--- config.mk ---
export PLATFORM = sky130hd
export DESIGN_NAME = tecpfd_top
export DESIGN_NICKNAME = d
export VERILOG_FILES = /design/src/rtl/tecpfd_pkg.sv /design/src/rtl/tecpfd_sync.sv /design/src/rtl/tecpfd_prescale.sv /design/src/rtl/tecpfd_top.sv
export SDC_FILE = /design/constraint.sdc
export NUM_CORES = 1
export LEC_CHECK = 0
export ABC_AREA = 1
export BUFFER_PORTS_ARGS = -buffer_cell sky130_fd_sc_hd__buf_2
export CORE_ASPECT_RATIO = 1.4
export CORE_MARGIN = 2
export CORE_UTILIZATION = 40
export CTS_CLUSTER_SIZE = 10
export DETAILED_ROUTE_END_ITERATION = 6
export PLACE_DENSITY = 0.7
export SETUP_SLACK_MARGIN = 0.2
export SYNTH_ARGS = -nofsm -noshare
export SYNTH_HDL_FRONTEND = slang
export SYNTH_SLANG_ARGS = --single-unit
export TNS_END_PERCENT = 20
--- constraint.sdc ---
create_clock -name i_core_clk -period 1.8 [get_ports i_core_clk]
set_input_delay 0.45 -clock i_core_clk [delete_from_list [all_inputs] [get_ports i_core_clk]]
set_output_delay 0.45 -clock i_core_clk [all_outputs]
set_load 0.05 [all_outputs]
--- src/rtl/tecpfd_pkg.sv ---
// constants for the timer/event counter with frequency-divider output
// assumes a single 100 MHz core clock and a plain strobe register port
package tecpfd_pkg;
    // register offsets (byte addresses on the plain port)
    localparam logic [7:0] ADDR_CONTROL = 8'h0e; // timer_control
    localparam logic [7:0] ADDR_COUNT = 8'h0d; // count_value / preload
    localparam logic [7:0] ADDR_PIN_CFG = 8'h10; // shared pin data latch and direction
    localparam logic [7:0] ADDR_STATUS = 8'h11; // overflow flag, divider level
    // control field positions
    localparam int CTL_PSC_LSB = 0;
    localparam int CTL_EDGE_BIT = 3;
    localparam int CTL_RUN_BIT = 4;
    localparam int CTL_MODE_LSB = 6;
    // control reset value, bit 5 always zero
    localparam logic [7:0] CTL_RESET = 8'h08;
    localparam logic [7:0] CTL_WR_MASK = 8'hdf;
    // pin config bits: bit0 data latch, bit1 direction (1 = input), bit2 divider option
    localparam int PIN_LATCH_BIT = 0;
    localparam int PIN_DIR_BIT = 1;
    localparam int PIN_OPT_BIT = 2;
    localparam logic [2:0] PIN_RESET = 3'h3;
    // status bits: bit0 overflow flag (write one to clear), bit1 divider level
    localparam int STS_FLAG_BIT = 0;
    localparam int STS_DIV_BIT = 1;
    // mode codes
    localparam logic [1:0] MODE_UNUSED = 2'h0;
    localparam logic [1:0] MODE_EVENT = 2'h1;
    localparam logic [1:0] MODE_TIMER = 2'h2;
    localparam logic [1:0] MODE_PULSE = 2'h3;
    localparam logic [7:0] COUNT_MAX = 8'hff;
endpackage

--- src/rtl/tecpfd_sync.sv ---
// three-stage synchroniser with edge detect for the external event pin
// assumes the pin is asynchronous to i_core_clk
module tecpfd_sync (
    input wire logic i_core_clk,
    input wire logic i_resetn,
    input wire logic i_pin,
    output logic o_rise,
    output logic o_fall
);
    logic [2:0] sync_ff; // stage 0 only feeds stage 1
    logic [2:0] nxt_sync;

    // shift in the pin
    always_comb begin
        nxt_sync = {sync_ff[1:0], i_pin};
    end

    always_ff @(posedge i_core_clk) begin
        if (!i_resetn) begin
            sync_ff <= 3'h0;
        end else begin
            sync_ff <= nxt_sync;
        end
    end

    // an edge counts while stage two holds the new level and stage three still the old one
    assign o_rise = sync_ff[1] & ~sync_ff[2];
    assign o_fall = ~sync_ff[1] & sync_ff[2];
endmodule

--- src/rtl/tecpfd_prescale.sv ---
// free-running prescaler giving a one-cycle count enable at core / 2^sel
// assumes sel changes only by software writes; a change may shorten one period
module tecpfd_prescale #(
    parameter int SEL_W = 3
) (
    input wire logic i_core_clk,
    input wire logic i_resetn,
    input wire logic [SEL_W-1:0] i_sel,
    output logic o_tick
);
    localparam int DIV_W = (1 << SEL_W) - 1;
    logic [DIV_W-1:0] div_ff; // synchronous binary divider
    logic [DIV_W-1:0] nxt_div;
    logic [DIV_W-1:0] mask;

    // advance the divider each cycle
    always_comb begin
        nxt_div = div_ff + {{(DIV_W-1){1'b0}}, 1'b1};
        mask = DIV_W'((1 << i_sel) - 1);
    end

    always_ff @(posedge i_core_clk) begin
        if (!i_resetn) begin
            div_ff <= '0;
        end else begin
            div_ff <= nxt_div;
        end
    end

    // tick when the selected low bits are all ones; sel 0 ticks every cycle
    assign o_tick = ((div_ff & mask) == mask);
endmodule

--- src/rtl/tecpfd_top.sv ---
// timer/event counter with preload, three modes and a divider output pin
// assumes software uses the plain strobe port; event pin is asynchronous
//
// Chosen here: the plain strobed port.
module tecpfd_top #(
    parameter int CNT_W = 8,
    parameter int PSC_W = 3
) (
    input wire logic i_core_clk,
    input wire logic i_resetn,
    input wire logic [7:0] i_addr,
    input wire logic [7:0] i_wdata,
    input wire logic i_wr,
    input wire logic i_rd,
    output logic [7:0] o_rdata,
    input wire logic i_event_pin,
    input wire logic i_irq_ack,
    output logic o_overflow_flag,
    output logic o_wake,
    input wire logic i_pin_in,
    output logic o_pin_out,
    output logic o_pin_oe_n,
    output logic o_pin_read
);
    // control register fields
    logic [7:0] ctl_ff;
    logic [7:0] nxt_ctl;
    logic [CNT_W-1:0] cnt_ff; // live count
    logic [CNT_W-1:0] nxt_cnt;
    logic [CNT_W-1:0] pre_ff; // preload
    logic [CNT_W-1:0] nxt_pre;
    logic flag_ff; // overflow request
    logic nxt_flag;
    logic div_ff; // divider level
    logic nxt_div;
    logic pw_busy_ff; // pulse measurement in progress
    logic nxt_pw_busy;
    logic [2:0] pin_ff; // latch, direction, option
    logic [2:0] nxt_pin;
    logic [7:0] rdata_ff;
    logic [7:0] nxt_rdata;
    logic wake_ff;
    logic nxt_wake;
    logic pout_ff;
    logic nxt_pout;
    logic poe_n_ff;
    logic nxt_poe_n;
    logic pread_ff;
    logic nxt_pread;
    logic [2:0] pin_sync_ff; // synchroniser for the shared pin readback
    logic [2:0] nxt_pin_sync;

    // decoded controls
    logic [1:0] mode;
    logic run;
    logic edge_sel;
    logic tick;
    logic ev_rise;
    logic ev_fall;
    logic adv; // advance the counter this cycle
    logic ovf; // counter passes its top value
    logic start_edge;
    logic stop_edge;
    logic rd_count;

    // address match helper, shared by read and write decode
    function automatic logic hit(input logic [7:0] a, input logic [7:0] want);
        hit = (a == want);
    endfunction

    assign mode = ctl_ff[tecpfd_pkg::CTL_MODE_LSB +: 2];
    assign run = ctl_ff[tecpfd_pkg::CTL_RUN_BIT];
    assign edge_sel = ctl_ff[tecpfd_pkg::CTL_EDGE_BIT];
    assign rd_count = i_rd & hit(i_addr, tecpfd_pkg::ADDR_COUNT);

    // prescaled internal count clock as a one-cycle enable
    tecpfd_prescale #(
        .SEL_W(PSC_W)
    ) u_psc (
        .i_core_clk(i_core_clk),
        .i_resetn(i_resetn),
        .i_sel(ctl_ff[tecpfd_pkg::CTL_PSC_LSB +: PSC_W]),
        .o_tick(tick)
    );

    // event pin passes two flops before edges are taken
    tecpfd_sync u_sync (
        .i_core_clk(i_core_clk),
        .i_resetn(i_resetn),
        .i_pin(i_event_pin),
        .o_rise(ev_rise),
        .o_fall(ev_fall)
    );

    // pulse mode: with edge select one start on rise, stop on fall
    assign start_edge = edge_sel ? ev_rise : ev_fall;
    assign stop_edge = edge_sel ? ev_fall : ev_rise;

    // count source per mode; reads of the count freeze it for that cycle
    always_comb begin
        adv = 1'b0;
        case (mode)
            tecpfd_pkg::MODE_EVENT: begin
                adv = edge_sel ? ev_fall : ev_rise;
            end
            tecpfd_pkg::MODE_TIMER: begin
                adv = tick;
            end
            tecpfd_pkg::MODE_PULSE: begin
                adv = tick & pw_busy_ff;
            end
            default: begin
                adv = 1'b0;
            end
        endcase
        adv = adv & run & ~rd_count;
        ovf = adv & (cnt_ff == tecpfd_pkg::COUNT_MAX);
    end

    // counter, preload, control and pulse measurement state
    always_comb begin
        nxt_cnt = cnt_ff;
        nxt_pre = pre_ff;
        nxt_ctl = ctl_ff;
        nxt_pw_busy = pw_busy_ff;
        // counting: wrap reloads from preload in every mode
        if (ovf) begin
            nxt_cnt = pre_ff;
        end else if (adv) begin
            nxt_cnt = cnt_ff + {{(CNT_W-1){1'b0}}, 1'b1};
        end
        // pulse measurement sequencing
        if (mode == tecpfd_pkg::MODE_PULSE && run) begin
            if (!pw_busy_ff && start_edge) begin
                nxt_pw_busy = 1'b1;
            end else if (pw_busy_ff && stop_edge) begin
                nxt_pw_busy = 1'b0;
                // result stays in the counter; run drops so later edges do nothing
                nxt_ctl[tecpfd_pkg::CTL_RUN_BIT] = 1'b0;
            end
        end else begin
            nxt_pw_busy = 1'b0;
        end
        // software write of control; only software clears run outside pulse mode
        if (i_wr && hit(i_addr, tecpfd_pkg::ADDR_CONTROL)) begin
            nxt_ctl = i_wdata & tecpfd_pkg::CTL_WR_MASK;
        end
        // write of count: stopped loads both, running loads preload only
        if (i_wr && hit(i_addr, tecpfd_pkg::ADDR_COUNT)) begin
            nxt_pre = i_wdata[CNT_W-1:0];
            if (!run) begin
                nxt_cnt = i_wdata[CNT_W-1:0];
            end
        end
    end

    always_ff @(posedge i_core_clk) begin
        if (!i_resetn) begin
            ctl_ff <= tecpfd_pkg::CTL_RESET;
            cnt_ff <= '0; // undefined by design; zero for a clean start
            pre_ff <= '0;
            pw_busy_ff <= 1'b0;
        end else begin
            ctl_ff <= nxt_ctl;
            cnt_ff <= nxt_cnt;
            pre_ff <= nxt_pre;
            pw_busy_ff <= nxt_pw_busy;
        end
    end

    // sticky overflow flag, divider toggle and wake pulse
    always_comb begin
        nxt_flag = flag_ff;
        // clears first so a same-cycle overflow wins
        if (i_irq_ack) begin
            nxt_flag = 1'b0;
        end
        if (i_wr && hit(i_addr, tecpfd_pkg::ADDR_STATUS) && i_wdata[tecpfd_pkg::STS_FLAG_BIT]) begin
            nxt_flag = 1'b0;
        end
        if (ovf) begin
            nxt_flag = 1'b1;
        end
        nxt_div = ovf ? ~div_ff : div_ff;
        nxt_wake = ovf;
    end

    always_ff @(posedge i_core_clk) begin
        if (!i_resetn) begin
            flag_ff <= 1'b0;
            div_ff <= 1'b0;
            wake_ff <= 1'b0;
        end else begin
            flag_ff <= nxt_flag;
            div_ff <= nxt_div;
            wake_ff <= nxt_wake;
        end
    end

    // shared pin: config register, drive and synchronised readback
    always_comb begin
        nxt_pin = pin_ff;
        if (i_wr && hit(i_addr, tecpfd_pkg::ADDR_PIN_CFG)) begin
            nxt_pin = i_wdata[2:0];
        end
        nxt_pin_sync = {pin_sync_ff[1:0], i_pin_in};
        // readback changes only once stages two and three agree
        nxt_pread = (pin_sync_ff[1] == pin_sync_ff[2]) ? pin_sync_ff[2] : pread_ff;
        // input direction keeps the plain input, no drive
        nxt_poe_n = pin_ff[tecpfd_pkg::PIN_DIR_BIT];
        if (pin_ff[tecpfd_pkg::PIN_OPT_BIT]) begin
            // latch one passes the divider, latch zero holds the pin low
            nxt_pout = pin_ff[tecpfd_pkg::PIN_LATCH_BIT] & div_ff;
        end else begin
            nxt_pout = pin_ff[tecpfd_pkg::PIN_LATCH_BIT];
        end
    end

    always_ff @(posedge i_core_clk) begin
        if (!i_resetn) begin
            pin_ff <= tecpfd_pkg::PIN_RESET;
            pin_sync_ff <= 3'h0;
            pread_ff <= 1'b0;
            poe_n_ff <= 1'b1;
            pout_ff <= 1'b0;
        end else begin
            pin_ff <= nxt_pin;
            pin_sync_ff <= nxt_pin_sync;
            pread_ff <= nxt_pread;
            poe_n_ff <= nxt_poe_n;
            pout_ff <= nxt_pout;
        end
    end

    // read mux, answer one cycle after the strobe, zero otherwise
    always_comb begin
        nxt_rdata = 8'h00;
        if (i_rd) begin
            if (hit(i_addr, tecpfd_pkg::ADDR_CONTROL)) begin
                nxt_rdata = ctl_ff & tecpfd_pkg::CTL_WR_MASK;
            end else if (hit(i_addr, tecpfd_pkg::ADDR_COUNT)) begin
                nxt_rdata = cnt_ff;
            end else if (hit(i_addr, tecpfd_pkg::ADDR_PIN_CFG)) begin
                nxt_rdata = {5'h00, pin_ff};
            end else if (hit(i_addr, tecpfd_pkg::ADDR_STATUS)) begin
                nxt_rdata = {5'h00, pread_ff, div_ff, flag_ff};
            end
        end
    end

    always_ff @(posedge i_core_clk) begin
        if (!i_resetn) begin
            rdata_ff <= 8'h00;
        end else begin
            rdata_ff <= nxt_rdata;
        end
    end

    assign o_rdata = rdata_ff;
    assign o_overflow_flag = flag_ff;
    assign o_wake = wake_ff;
    assign o_pin_out = pout_ff;
    assign o_pin_oe_n = poe_n_ff;
    assign o_pin_read = pread_ff;
endmodule

==> metrics.cfg, run 1 <==
[pwr]
leakagePower_nw = 1.45
powerDensity_nw_per_um2 = 703
swShare_pct = 23.2
vdd_drop_max_uv = 395
power_frac_seq_pct = 55.7
comb_power_share_pct = 6.0
p_total_w = 0.00219
clockPowerShare_pct = 38.4
p_int_w = 0.00168
p_sw_w = 0.000508

[route]
drt_pass1_iterations = 4
ant_nets = 0
drc = 0
wl_per_cell_um = 12.2
viasPerCell = 4.89
dr_total_vias = 2338
initialDrtViolationCount = 82
drt-total-wl_um = 5840

[critical_path]
worstPathRequired_ps = 2010
worst-path-max-fanout = 4
cp-end-kind = flip-flop
arrival_ps = 1750
critPathLaunchType = flip-flop
crit_type = reg2reg
r2r_cells = 8

[worst_hold_path]
hp-class = in2reg
worstHoldPathCells = 3

[logic_synthesis]
synthTopCellsByArea = dfxtp_1 42%, nand2_1 9.3%, inv_1 8.4%
syn_area_um2 = 2580
synth_enable_flop_cells = 0
async_flop_share_pct = 0
yosys.area.top_type = dfxtp_1
synth_fp_nets = 383
yosysWarnings = 0
yosysUniqueCellTypes = 39
ys.flop_type = dfxtp_1
ys_ff_latch = 54
synth_top_area_share_pct = 41.8
syn_inst = 358
yosysSeqAreaShare_pct = 41.8
syn_area_per_cell_um2 = 7.22

[floorplanning]
fp-row-count = 34
die_x_um = 71.9
ios = 36
initial_utilization_pct = 41.3
fp.dieH_um = 99.1
die_area_um2 = 7130
core_area_um2 = 6250

[clock_tree]
cts_tree = built
cts_buffers = 5
cts_hold_buf = 0
insertion_delay_ps = 310
clk_pin_slew_ps = 100
clockBufferDepth = 2
cts-root-buf = clkbuf_8
h-tree-depth = 2
cts.sink_count = 54

[timing]
slew_viol_final = 0
timing.fmax_ghz = 0.649
hold_viol = 0
skew_ps = 3.95
rsz0062_at_grt = yes
tightest_slew_ps = 415
setup_viol_count_final = 0
slew_headroom_pct = 72.3
setup_tns_ps = 0
fin_crit_sh_pct = 85.6
post-route-min-period_ps = 1540

[placed_design]
dp_hpwl_um = 4520
place_inst = 465
gp_congestion = 0.856
io_buffers = 35

[global_routing]
grt_use_total_pct = 16.8
grt_max_degree = 24
antenna_found_initial = 0
gr-total-overflow = 0
grt_pass1_vias = 2097
grt_pass1_wl_um = 9400

[finish]
drive_gt1_share_pct = 22.9
nFillCells = 611
final_core_util_pct = 49.8
area_delta_synth_final_pct = 20.6
fin_cells = 478
finalNetCount = 430
antenna_cells = 0

[run]
drv_cap = 0

[run_status]
status = complete, no violations

==> path summary, 6_finish.rpt <==
check                         start                end  slack, ps
setup / recovery          cnt_ff[0]          cnt_ff[7]        260
hold / removal             i_pin_in     pin_sync_ff[0]        320
hold reg to reg   u_sync.sync_ff[0]  u_sync.sync_ff[1]        420
setup reg to reg          cnt_ff[0]          cnt_ff[7]        260
==> sequential cells by signal, indices dropped and copies added (netlist names) <==
name	cells
cnt_ff	8
ctl_ff	7
div_ff	1
o_overflow_flag	1
o_pin_oe_n	1
o_pin_out	1
o_pin_read	1
o_rdata	8
o_wake	1
pin_ff	3
pin_sync_ff	3
pre_ff	8
pw_busy_ff	1
u_psc.div_ff	7
u_sync.sync_ff	3
==> stage by stage <==
stage               hold WS, ps  setup WS (ps)  area, µm²
floorplan                   390            201       2630
finish                      317            258       3120
global route                326           77.4       3120
CTS                         305            204       3060
global placement            393           59.0       2900
detailed placement          398           10.1       2900
==> metal layers <==
metal,track usage (%),part of all wire (%),routed length [µm],vias to the layer above
met2,30.9,53,3100,50
met4,7.84,2.3,133,0
li1,-,-,-,1238
met3,2.23,3.3,190,9
met5,0,0,0,-
met1,18.7,41,2410,1041
==> critical path, stage by stage (launching register included) <==
cell	delay (ps)
dfxtp_2	370
ha_2	200
nand3_2	150
nor3_1	280
nand3_2	150
clkinv_1	100
a21oi_1	50
nor2_1	100
nor2_1	50
==> timing repair <==
item | 4_1_cts | 5_1_grt
hold endpoints to repair | 0 | 0
pin swaps | 4 | 2
buffers inserted | 1 | 4
resized for setup | 10 | 8
endpoints found under the setup margin | 10 | 11
==> placed cells by master (no fill, tap or decap), types with 5 or more instances in the layout <==
cell,synthesis,routed
a21oi_1,25,24
buf_2,1,35
buf_4,0,14
clkbuf_8,0,5
dfxtp_1,54,48
inv_1,58,54
nand2_1,64,63
nand3_1,30,28
nor2_1,33,33
nor2_4,2,6
nor3_1,8,7
o21ai_0,27,27
==> kinds of logic (layout without fill, tap and decap cells) <==
logic type / count (synthesis) / after routing / synth area share, %
compound gates: 70 / 70 / 15.3
flops: 54 / 54 / 41.8
simple gates: 155 / 155 / 28.7
buf+inv: 71 / 119 / 11.2
fa+ha+maj: 2 / 2 / 0.968
xor+xnor: 6 / 6 / 2.03
==> area by class of cell <==
class | instances | area, µm² | area share, %
tap | 72 | 90.1 | 2.89
clock buffer | 5 | 68.8 | 2.21
multi-input combinational | 233 | 1280 | 41.1
timing repair buffer | 49 | 280 | 8.99
clock inverter | 3 | 48.8 | 1.57
sequential | 54 | 1090 | 35.1
inverter | 62 | 253 | 8.11
==> power groups by stage <==
stage | Combinational, W | Clock (W) | Sequential (W)
final | 0.000131 | 0.000840 | 0.00122
after global routing | 0.000146 | 0.000909 | 0.00122
after CTS | 0.000125 | 0.000866 | 0.00122
after detailed placement | 0.000125 | 0 | 0.00124
after global placement | 0.000123 | 0 | 0.00124
after floorplan | 0.0000682 | 0 | 0.00125
==> synth_stat cells, types with 2 or more instances <==
library cell and count:
buf_6 3, nor2_4 2, dfxtp_1 54, a21oi_1 25, nand3_2 2, nor4_1 2
nor2_2 4, a31oi_1 2, clkbuf_1 5, inv_2 3, ha_1 2, o21bai_1 4
xnor2_1 2, nor3_1 8, nand3_1 30, nand2_2 2, o21ai_0 27, nand4_1 2
o21ai_2 2, o211ai_1 2, o22ai_1 2, inv_1 58, nand2_1 64, xor2_1 4
nor2_1 33
Note: power is estimated with default switching activity, not from simulation.
==> run 2: changes to the inputs <==
- CORE_MARGIN: 2 -> 3
==> metrics.cfg, run 2 (synthesized netlist as in run 1, its figures left out) <==
[route]
dr_total_vias = 2478  ; +6.0%
drt-total-wl_um = 6330  ; +8.5%
initialDrtViolationCount = 161  ; +96%
drt_pass1_iterations = 4  ; unchanged
viasPerCell = 5.10  ; +4.2%
drc = 0  ; unchanged
ant_nets = 0  ; unchanged
wl_per_cell_um = 13.0  ; +6.7%

[global_routing]
grt_max_degree = 22  ; -8.3%
grt_use_total_pct = 16.7  ; -0.10 points
grt_pass1_vias = 2226  ; +6.2%
gr-total-overflow = 0  ; unchanged
antenna_found_initial = 0  ; unchanged
grt_pass1_wl_um = 9710  ; +3.2%

[timing]
setup_tns_ps = 0  ; unchanged
timing.fmax_ghz = 0.626  ; -3.6%
slew_headroom_pct = 71.0  ; -1.3 points
post-route-min-period_ps = 1600  ; +56.9 ps
fin_crit_sh_pct = 88.8  ; +3.2 points
setup_ws_ps = 201  ; -56.9 ps
setup_viol_count_final = 0  ; unchanged
tightest_slew_ps = 435  ; +20.2 ps
skew_ps = 7.69  ; +3.74 ps
whs_ps = 320  ; +3.44 ps
rsz0062_at_grt = yes
hold_viol = 0  ; unchanged
slew_viol_final = 0  ; unchanged

[run_status]
status = complete, no violations

[pwr]
leakagePower_nw = 1.49  ; +3.0%
vdd_drop_max_uv = 372  ; -5.7%
powerDensity_nw_per_um2 = 635  ; -9.6%

[critical_path]
slowest_stage = dfxtp_1
critPathMaxStageDelay_ps = 570  ; +200 ps
arrival_ps = 1850  ; +100 ps
worst-path-max-fanout = 7  ; +3
crit_type = reg2reg
cp-end-kind = flip-flop
crit_top_cell = nor2_1
critPathLaunchType = flip-flop
crit_chain = nand2_1 -> nand2_2 -> nand2_4 -> inv_4 -> nand4_4 -> o21bai_1 -> nor2_1 -> nor2_1
worstPathRequired_ps = 2050  ; +40 ps

[finish]
layout_commonest_cell = nand2_1
multi_input_area_um2 = 1390  ; +8.0%
area_delta_synth_final_pct = 26.3
fin_cells = 486  ; +1.7%
register_area_um2 = 1110  ; +1.1%
drive_gt1_share_pct = 29.7  ; +6.8 points
finalNetCount = 438  ; +1.9%
final_cell_mix = 55 x nand2_1, 50 x inv_1, 42 x dfxtp_1
final_core_util_pct = 52.2  ; +2.4 points
antenna_cells = 0  ; unchanged
nFillCells = 608  ; -0.49%

[clock_tree]
h-tree-depth = 2  ; unchanged
cts_tree = built
cts-root-buf = clkbuf_8
cts.sink_count = 54  ; unchanged
insertion_delay_ps = 300  ; about the same
cts_hold_buf = 0  ; unchanged
clockBufferDepth = 2  ; unchanged
cts_buffers = 5  ; unchanged
clk_pin_slew_ps = 100  ; about the same

[floorplanning]
die_area_um2 = 7480  ; +4.9%
core_area_um2 = 6250  ; unchanged
initial_utilization_pct = 41.3  ; unchanged
die_x_um = 73.9  ; +2.8%
fp.dieH_um = 101  ; +2.0%
ios = 36  ; unchanged
fp-row-count = 34  ; unchanged

[placed_design]
pre_cts_ws_ps = 51.9  ; +41.8 ps
gp_congestion = 0.860  ; +0.42%
place_inst = 467  ; +0.43%
io_buffers = 35  ; unchanged
dp_hpwl_um = 4590  ; +1.7%

[run]
drv_cap = 0  ; unchanged

[worst_hold_path]
hp-class = in2reg

run 2: changes by cell type in the layout (fill, tap and decap cells not counted), sizes merged:
cell    previous run  this run
bufinv             1         0
nand2             67        69
clkbuf             5         6
inv               62        63
buf               49        54
run 2: critical path, delay by kind of cell, from the launching register on:
kind                   cells  cell delay, ps
AOI/OAI and AO/OA          1             190
buffers and inverters      1             100
DFF                        1             570
and+or+nand+nor            6             680
run 2: per-layer routing:
layer	wire, µm	track usage (%)
met1	2530	17.9
met2	3360	30.3
met3	188	2.89
met4	261	8.93
met5	0	0
run 2: timing repair:
action / 4_1_cts / 5_1_grt
setup endpoints to repair: 10 / 11
pin swaps: 1 / 17
gates cloned: 0 / 3
gates resized for setup: 8 / 44
hold endpoints to repair: 0 / 0
buffers inserted: 0 / 8
run 2: cell type report:
type                       count  share of cell area, %
inverter                      62                   7.89
clock buffer                   6                   2.53
sequential                    54                   33.9
timing repair inverter         1                  0.192
clock inverter                 2                  0.498
tap                           72                   2.76
timing repair buffer          54                   9.85
multi-input combinational    235                   42.4
run 2: power breakdown:
part | switching (W) | internal [W]
registers | 0.0000118 | 0.00121
logic | 0.0000824 | 0.0000491
clock network | 0.000407 | 0.000318
total | 0.000502 | 0.00157
run 2: path summary, 6_finish.rpt:
path	to	depth (start not counted)	startpoint	slack [ps]
min reg2reg	u_sync.sync_ff[1]	2	u_sync.sync_ff[0]	430
max	cnt_ff[3]	8	ctl_ff[7]	200
min	pin_sync_ff[0]	3	i_pin_in	320
max reg2reg	cnt_ff[3]	8	ctl_ff[7]	200
run 2: through the flow:
stage	instance area [µm²]	total power [W]
after floorplan	2630	0.00132
after detailed placement	2920	0.00137
after global routing	3270	0.00217
final	3270	0.00207
after CTS	3040	0.00209
after global placement	2920	0.00137
==> run 3: changes to the inputs <==
- CORE_UTILIZATION: 40 -> 43
- MAX_ROUTING_LAYER: not set -> met4
- PLACE_DENSITY: 0.7 -> 0.74
- SYNTH_HIERARCHICAL: not set -> 1
==> metrics.cfg, run 3 <==
[run_status]
status = complete, no violations

[timing]
timing.fmax_ghz = 0.583  ; -6.9%
tightest_slew_ps = 423  ; -11.9 ps
skew_ps = 11.7  ; +3.97 ps
slew_viol_final = 0  ; unchanged
hold_viol = 0  ; unchanged
post-route-min-period_ps = 1720  ; +118 ps
fin_crit_sh_pct = 95.4  ; +6.6 points
whs_ps = 321  ; +0.506 ps
setup_viol_count_final = 0  ; unchanged
rsz0062_at_grt = yes
setup_ws_ps = 83.3  ; -118 ps
slew_headroom_pct = 71.6  ; +0.61 points

[logic_synthesis]
yosys.area.top_type = dfxtp_1
synth_enable_flop_cells = 0  ; unchanged
syn_area_per_cell_um2 = 6.92  ; -4.2%
syn_area_um2 = 2640  ; +2.2%
yosysSeqAreaShare_pct = 40.9  ; -0.91 points
synth_fp_nets = 407  ; +6.3%
synth_commonest_cells = 102 x nand2_1, 64 x inv_1, 54 x dfxtp_1
syn_inst = 382  ; +6.7%
ys.flop_type = dfxtp_1
yosysWarnings = 6  ; +6
async_flop_share_pct = 0  ; unchanged
yosysUniqueCellTypes = 32  ; -18%
synthTopCellsByArea = dfxtp_1 41%, nand2_1 14%, inv_1 9.1%
ys_ff_latch = 54  ; unchanged
synth_most_common_cell = nand2_1
synth_top_area_share_pct = 40.9  ; -0.91 points

[route]
ant_nets = 0  ; unchanged
drt-total-wl_um = 6150  ; -2.8%
viasPerCell = 5.01  ; -1.8%
dr_total_vias = 2523  ; +1.8%
drc = 0  ; unchanged
drt_pass1_iterations = 4  ; unchanged
wl_per_cell_um = 12.2  ; -6.3%
initialDrtViolationCount = 118  ; -27%

[critical_path]
arrival_ps = 1970  ; +120 ps
slowest_stage = dfxtp_4
r2r-end = cnt_ff[1]
crit_family = simple AND/OR/NAND/NOR gates
path_depth = 14  ; +6
endpoint = cnt_ff[1]
critPathMaxStageDelay_ps = 380  ; -190 ps
worst-path-max-fanout = 6  ; -1
cp-end-kind = flip-flop
rr_startpoint = ctl_ff[1]
r2r_cells = 14  ; +6
crit_start = ctl_ff[1]
reg2reg_slack_ps = 80  ; -120 ps
worstPathRequired_ps = 2060  ; about the same
crit_type = reg2reg
crit_chain = o21ai_2 -> nand2_1 -> nand2_1 -> nand2_1 -> nor2_2 -> nand3_2 -> nand2_4 -> nand2_2 -> nor2_4 -> buf_6 -> nand4_1 -> nand3_1 -> nand2_1 -> inv_1
crit_buf_inv = 2  ; +1
crit_top_cell = nand2_1
critPathLaunchType = flip-flop

[finish]
fin_area_um2 = 3120  ; -4.6%
drive_gt1_share_pct = 21.9  ; -7.8 points
layout_commonest_cell = nand2_1
final_core_util_pct = 52.8  ; +0.57 points
finalNetCount = 458  ; +4.6%
area_delta_synth_final_pct = 17.9
antenna_cells = 0  ; unchanged
final_cell_mix = 102 x nand2_1, 63 x inv_1, 49 x dfxtp_1
nFillCells = 594  ; -2.3%
register_area_um2 = 1090  ; -1.2%
multi_input_area_um2 = 1310  ; -5.8%
fin_cells = 504  ; +3.7%

[placed_design]
pre_cts_ws_ps = 17.2  ; -34.7 ps
placed_area_um2 = 2970  ; +1.8%
io_buffers = 35  ; unchanged
dp_hpwl_um = 4930  ; +7.4%
place_inst = 494  ; +5.8%
gp_congestion = 0.943  ; +9.6%

[clock_tree]
insertion_delay_ps = 310  ; about the same
h-tree-depth = 2  ; unchanged
cts-root-buf = clkbuf_8
cts_hold_buf = 0  ; unchanged
cts_tree = built
cts.sink_count = 54  ; unchanged
cts_buffers = 5  ; unchanged
clockBufferDepth = 2  ; unchanged
clk_pin_slew_ps = 100  ; about the same

[global_routing]
gr-total-overflow = 0  ; unchanged
grt_use_total_pct = 19.1  ; +2.4 points
grt_pass1_wl_um = 10500  ; +8.5%
grt_max_degree = 19  ; -14%
grt_pass1_vias = 2479  ; +11%
antenna_found_initial = 0  ; unchanged

[pwr]
powerDensity_nw_per_um2 = 654  ; +3.0%
leakagePower_nw = 1.51  ; +1.3%
vdd_drop_max_uv = 444  ; +19%

[floorplanning]
die_area_um2 = 7140  ; -4.6%
fp.dieH_um = 98.8  ; -2.3%
fp-row-count = 33  ; -2.9%
core_area_um2 = 5900  ; -5.6%
die_x_um = 72.3  ; -2.3%
ios = 36  ; unchanged
initial_utilization_pct = 44.8  ; +3.4 points

[worst_hold_path]
hp-class = in2reg
hp-start = i_pin_in

[run]
drv_cap = 0  ; unchanged

-- run 3: final cells by class --
| cell class | count | share of cell area, % |
|---|---|---|
| multi-input cells | 256 | 41.9 |
| clock inverters | 3 | 0.763 |
| well taps | 70 | 2.81 |
| inverters | 66 | 7.95 |
| clock buffers | 5 | 2.21 |
| flip-flops and latches | 54 | 35.0 |
| repair buffers | 50 | 9.35 |
-- run 3: power breakdown --
group / switching (W) / leakage (nW) / internal (W) / total (W)
Sequential: 0.00000958 / 0.440 / 0.00121 / 0.00122
Clock: 0.000411 / 0.0408 / 0.000279 / 0.000690
Combinational: 0.0000813 / 1.03 / 0.0000501 / 0.000131
Total: 0.000502 / 1.51 / 0.00154 / 0.00204
-- run 3: kinds of logic after synthesis --
group / count (synthesis) / share of synthesized area [%]
DFF: 54 / 40.9
and+or+nand+nor: 194 / 34.4
xor gates and xnor gates: 3 / 0.994
buffers and inverters: 72 / 10.7
AOI/OAI and AO/OA: 57 / 12.1
adders and majority gates: 2 / 0.947
-- run 3: through the flow --
stage / setup TNS (ps) / total power (W)
after global placement: 0 / 0.00137
after floorplan: 0 / 0.00131
after CTS: 0 / 0.00206
final: 0 / 0.00204
after global routing: -39.4 / 0.00212
after detailed placement: 0 / 0.00138
-- run 3: repair_timing --
action / 4_1_cts / 5_1_grt
pin swaps: 4 / 7
buffers inserted: 1 / 1
gates resized for setup: 8 / 8
setup endpoints to repair: 9 / 11
-- run 3: worst min path at each step --
stage / depth (start not counted) / slack (ps) / to
after floorplan: 2 / 390 / u_sync/sync_ff[1]
after global placement: 2 / 390 / u_sync/sync_ff[1]
after detailed placement: 2 / 400 / u_sync/sync_ff[1]
after CTS: 3 / 310 / pin_sync_ff[0]
after global routing: 3 / 320 / pin_sync_ff[0]
final: 3 / 320 / pin_sync_ff[0]
-- run 3: layer usage --
| layer | vias to the layer above | part of all wire [%] | global-route usage, % |
|---|---|---|---|
| met3 | 14 | 3.9 | 2.55 |
| met4 | 0 | 4.0 | 10.6 |
| li1 | 1320 | - | - |
| met2 | 62 | 51 | 34.2 |
| met5 | - | 0 | - |
| met1 | 1127 | 41 | 19.4 |
-- run 3: worst reg2reg max path, stage by stage (launching register included) --
cell and delay [ps]:
dfxtp_4 380, o21ai_2 100, nand2_1 60, nand2_1 50, nand2_1 60, nor2_2 140, nand3_2 130, nand2_4 120
nand2_2 60, nor2_4 140, buf_6 130, nand4_1 70, nand3_1 110, nand2_1 70, inv_1 50
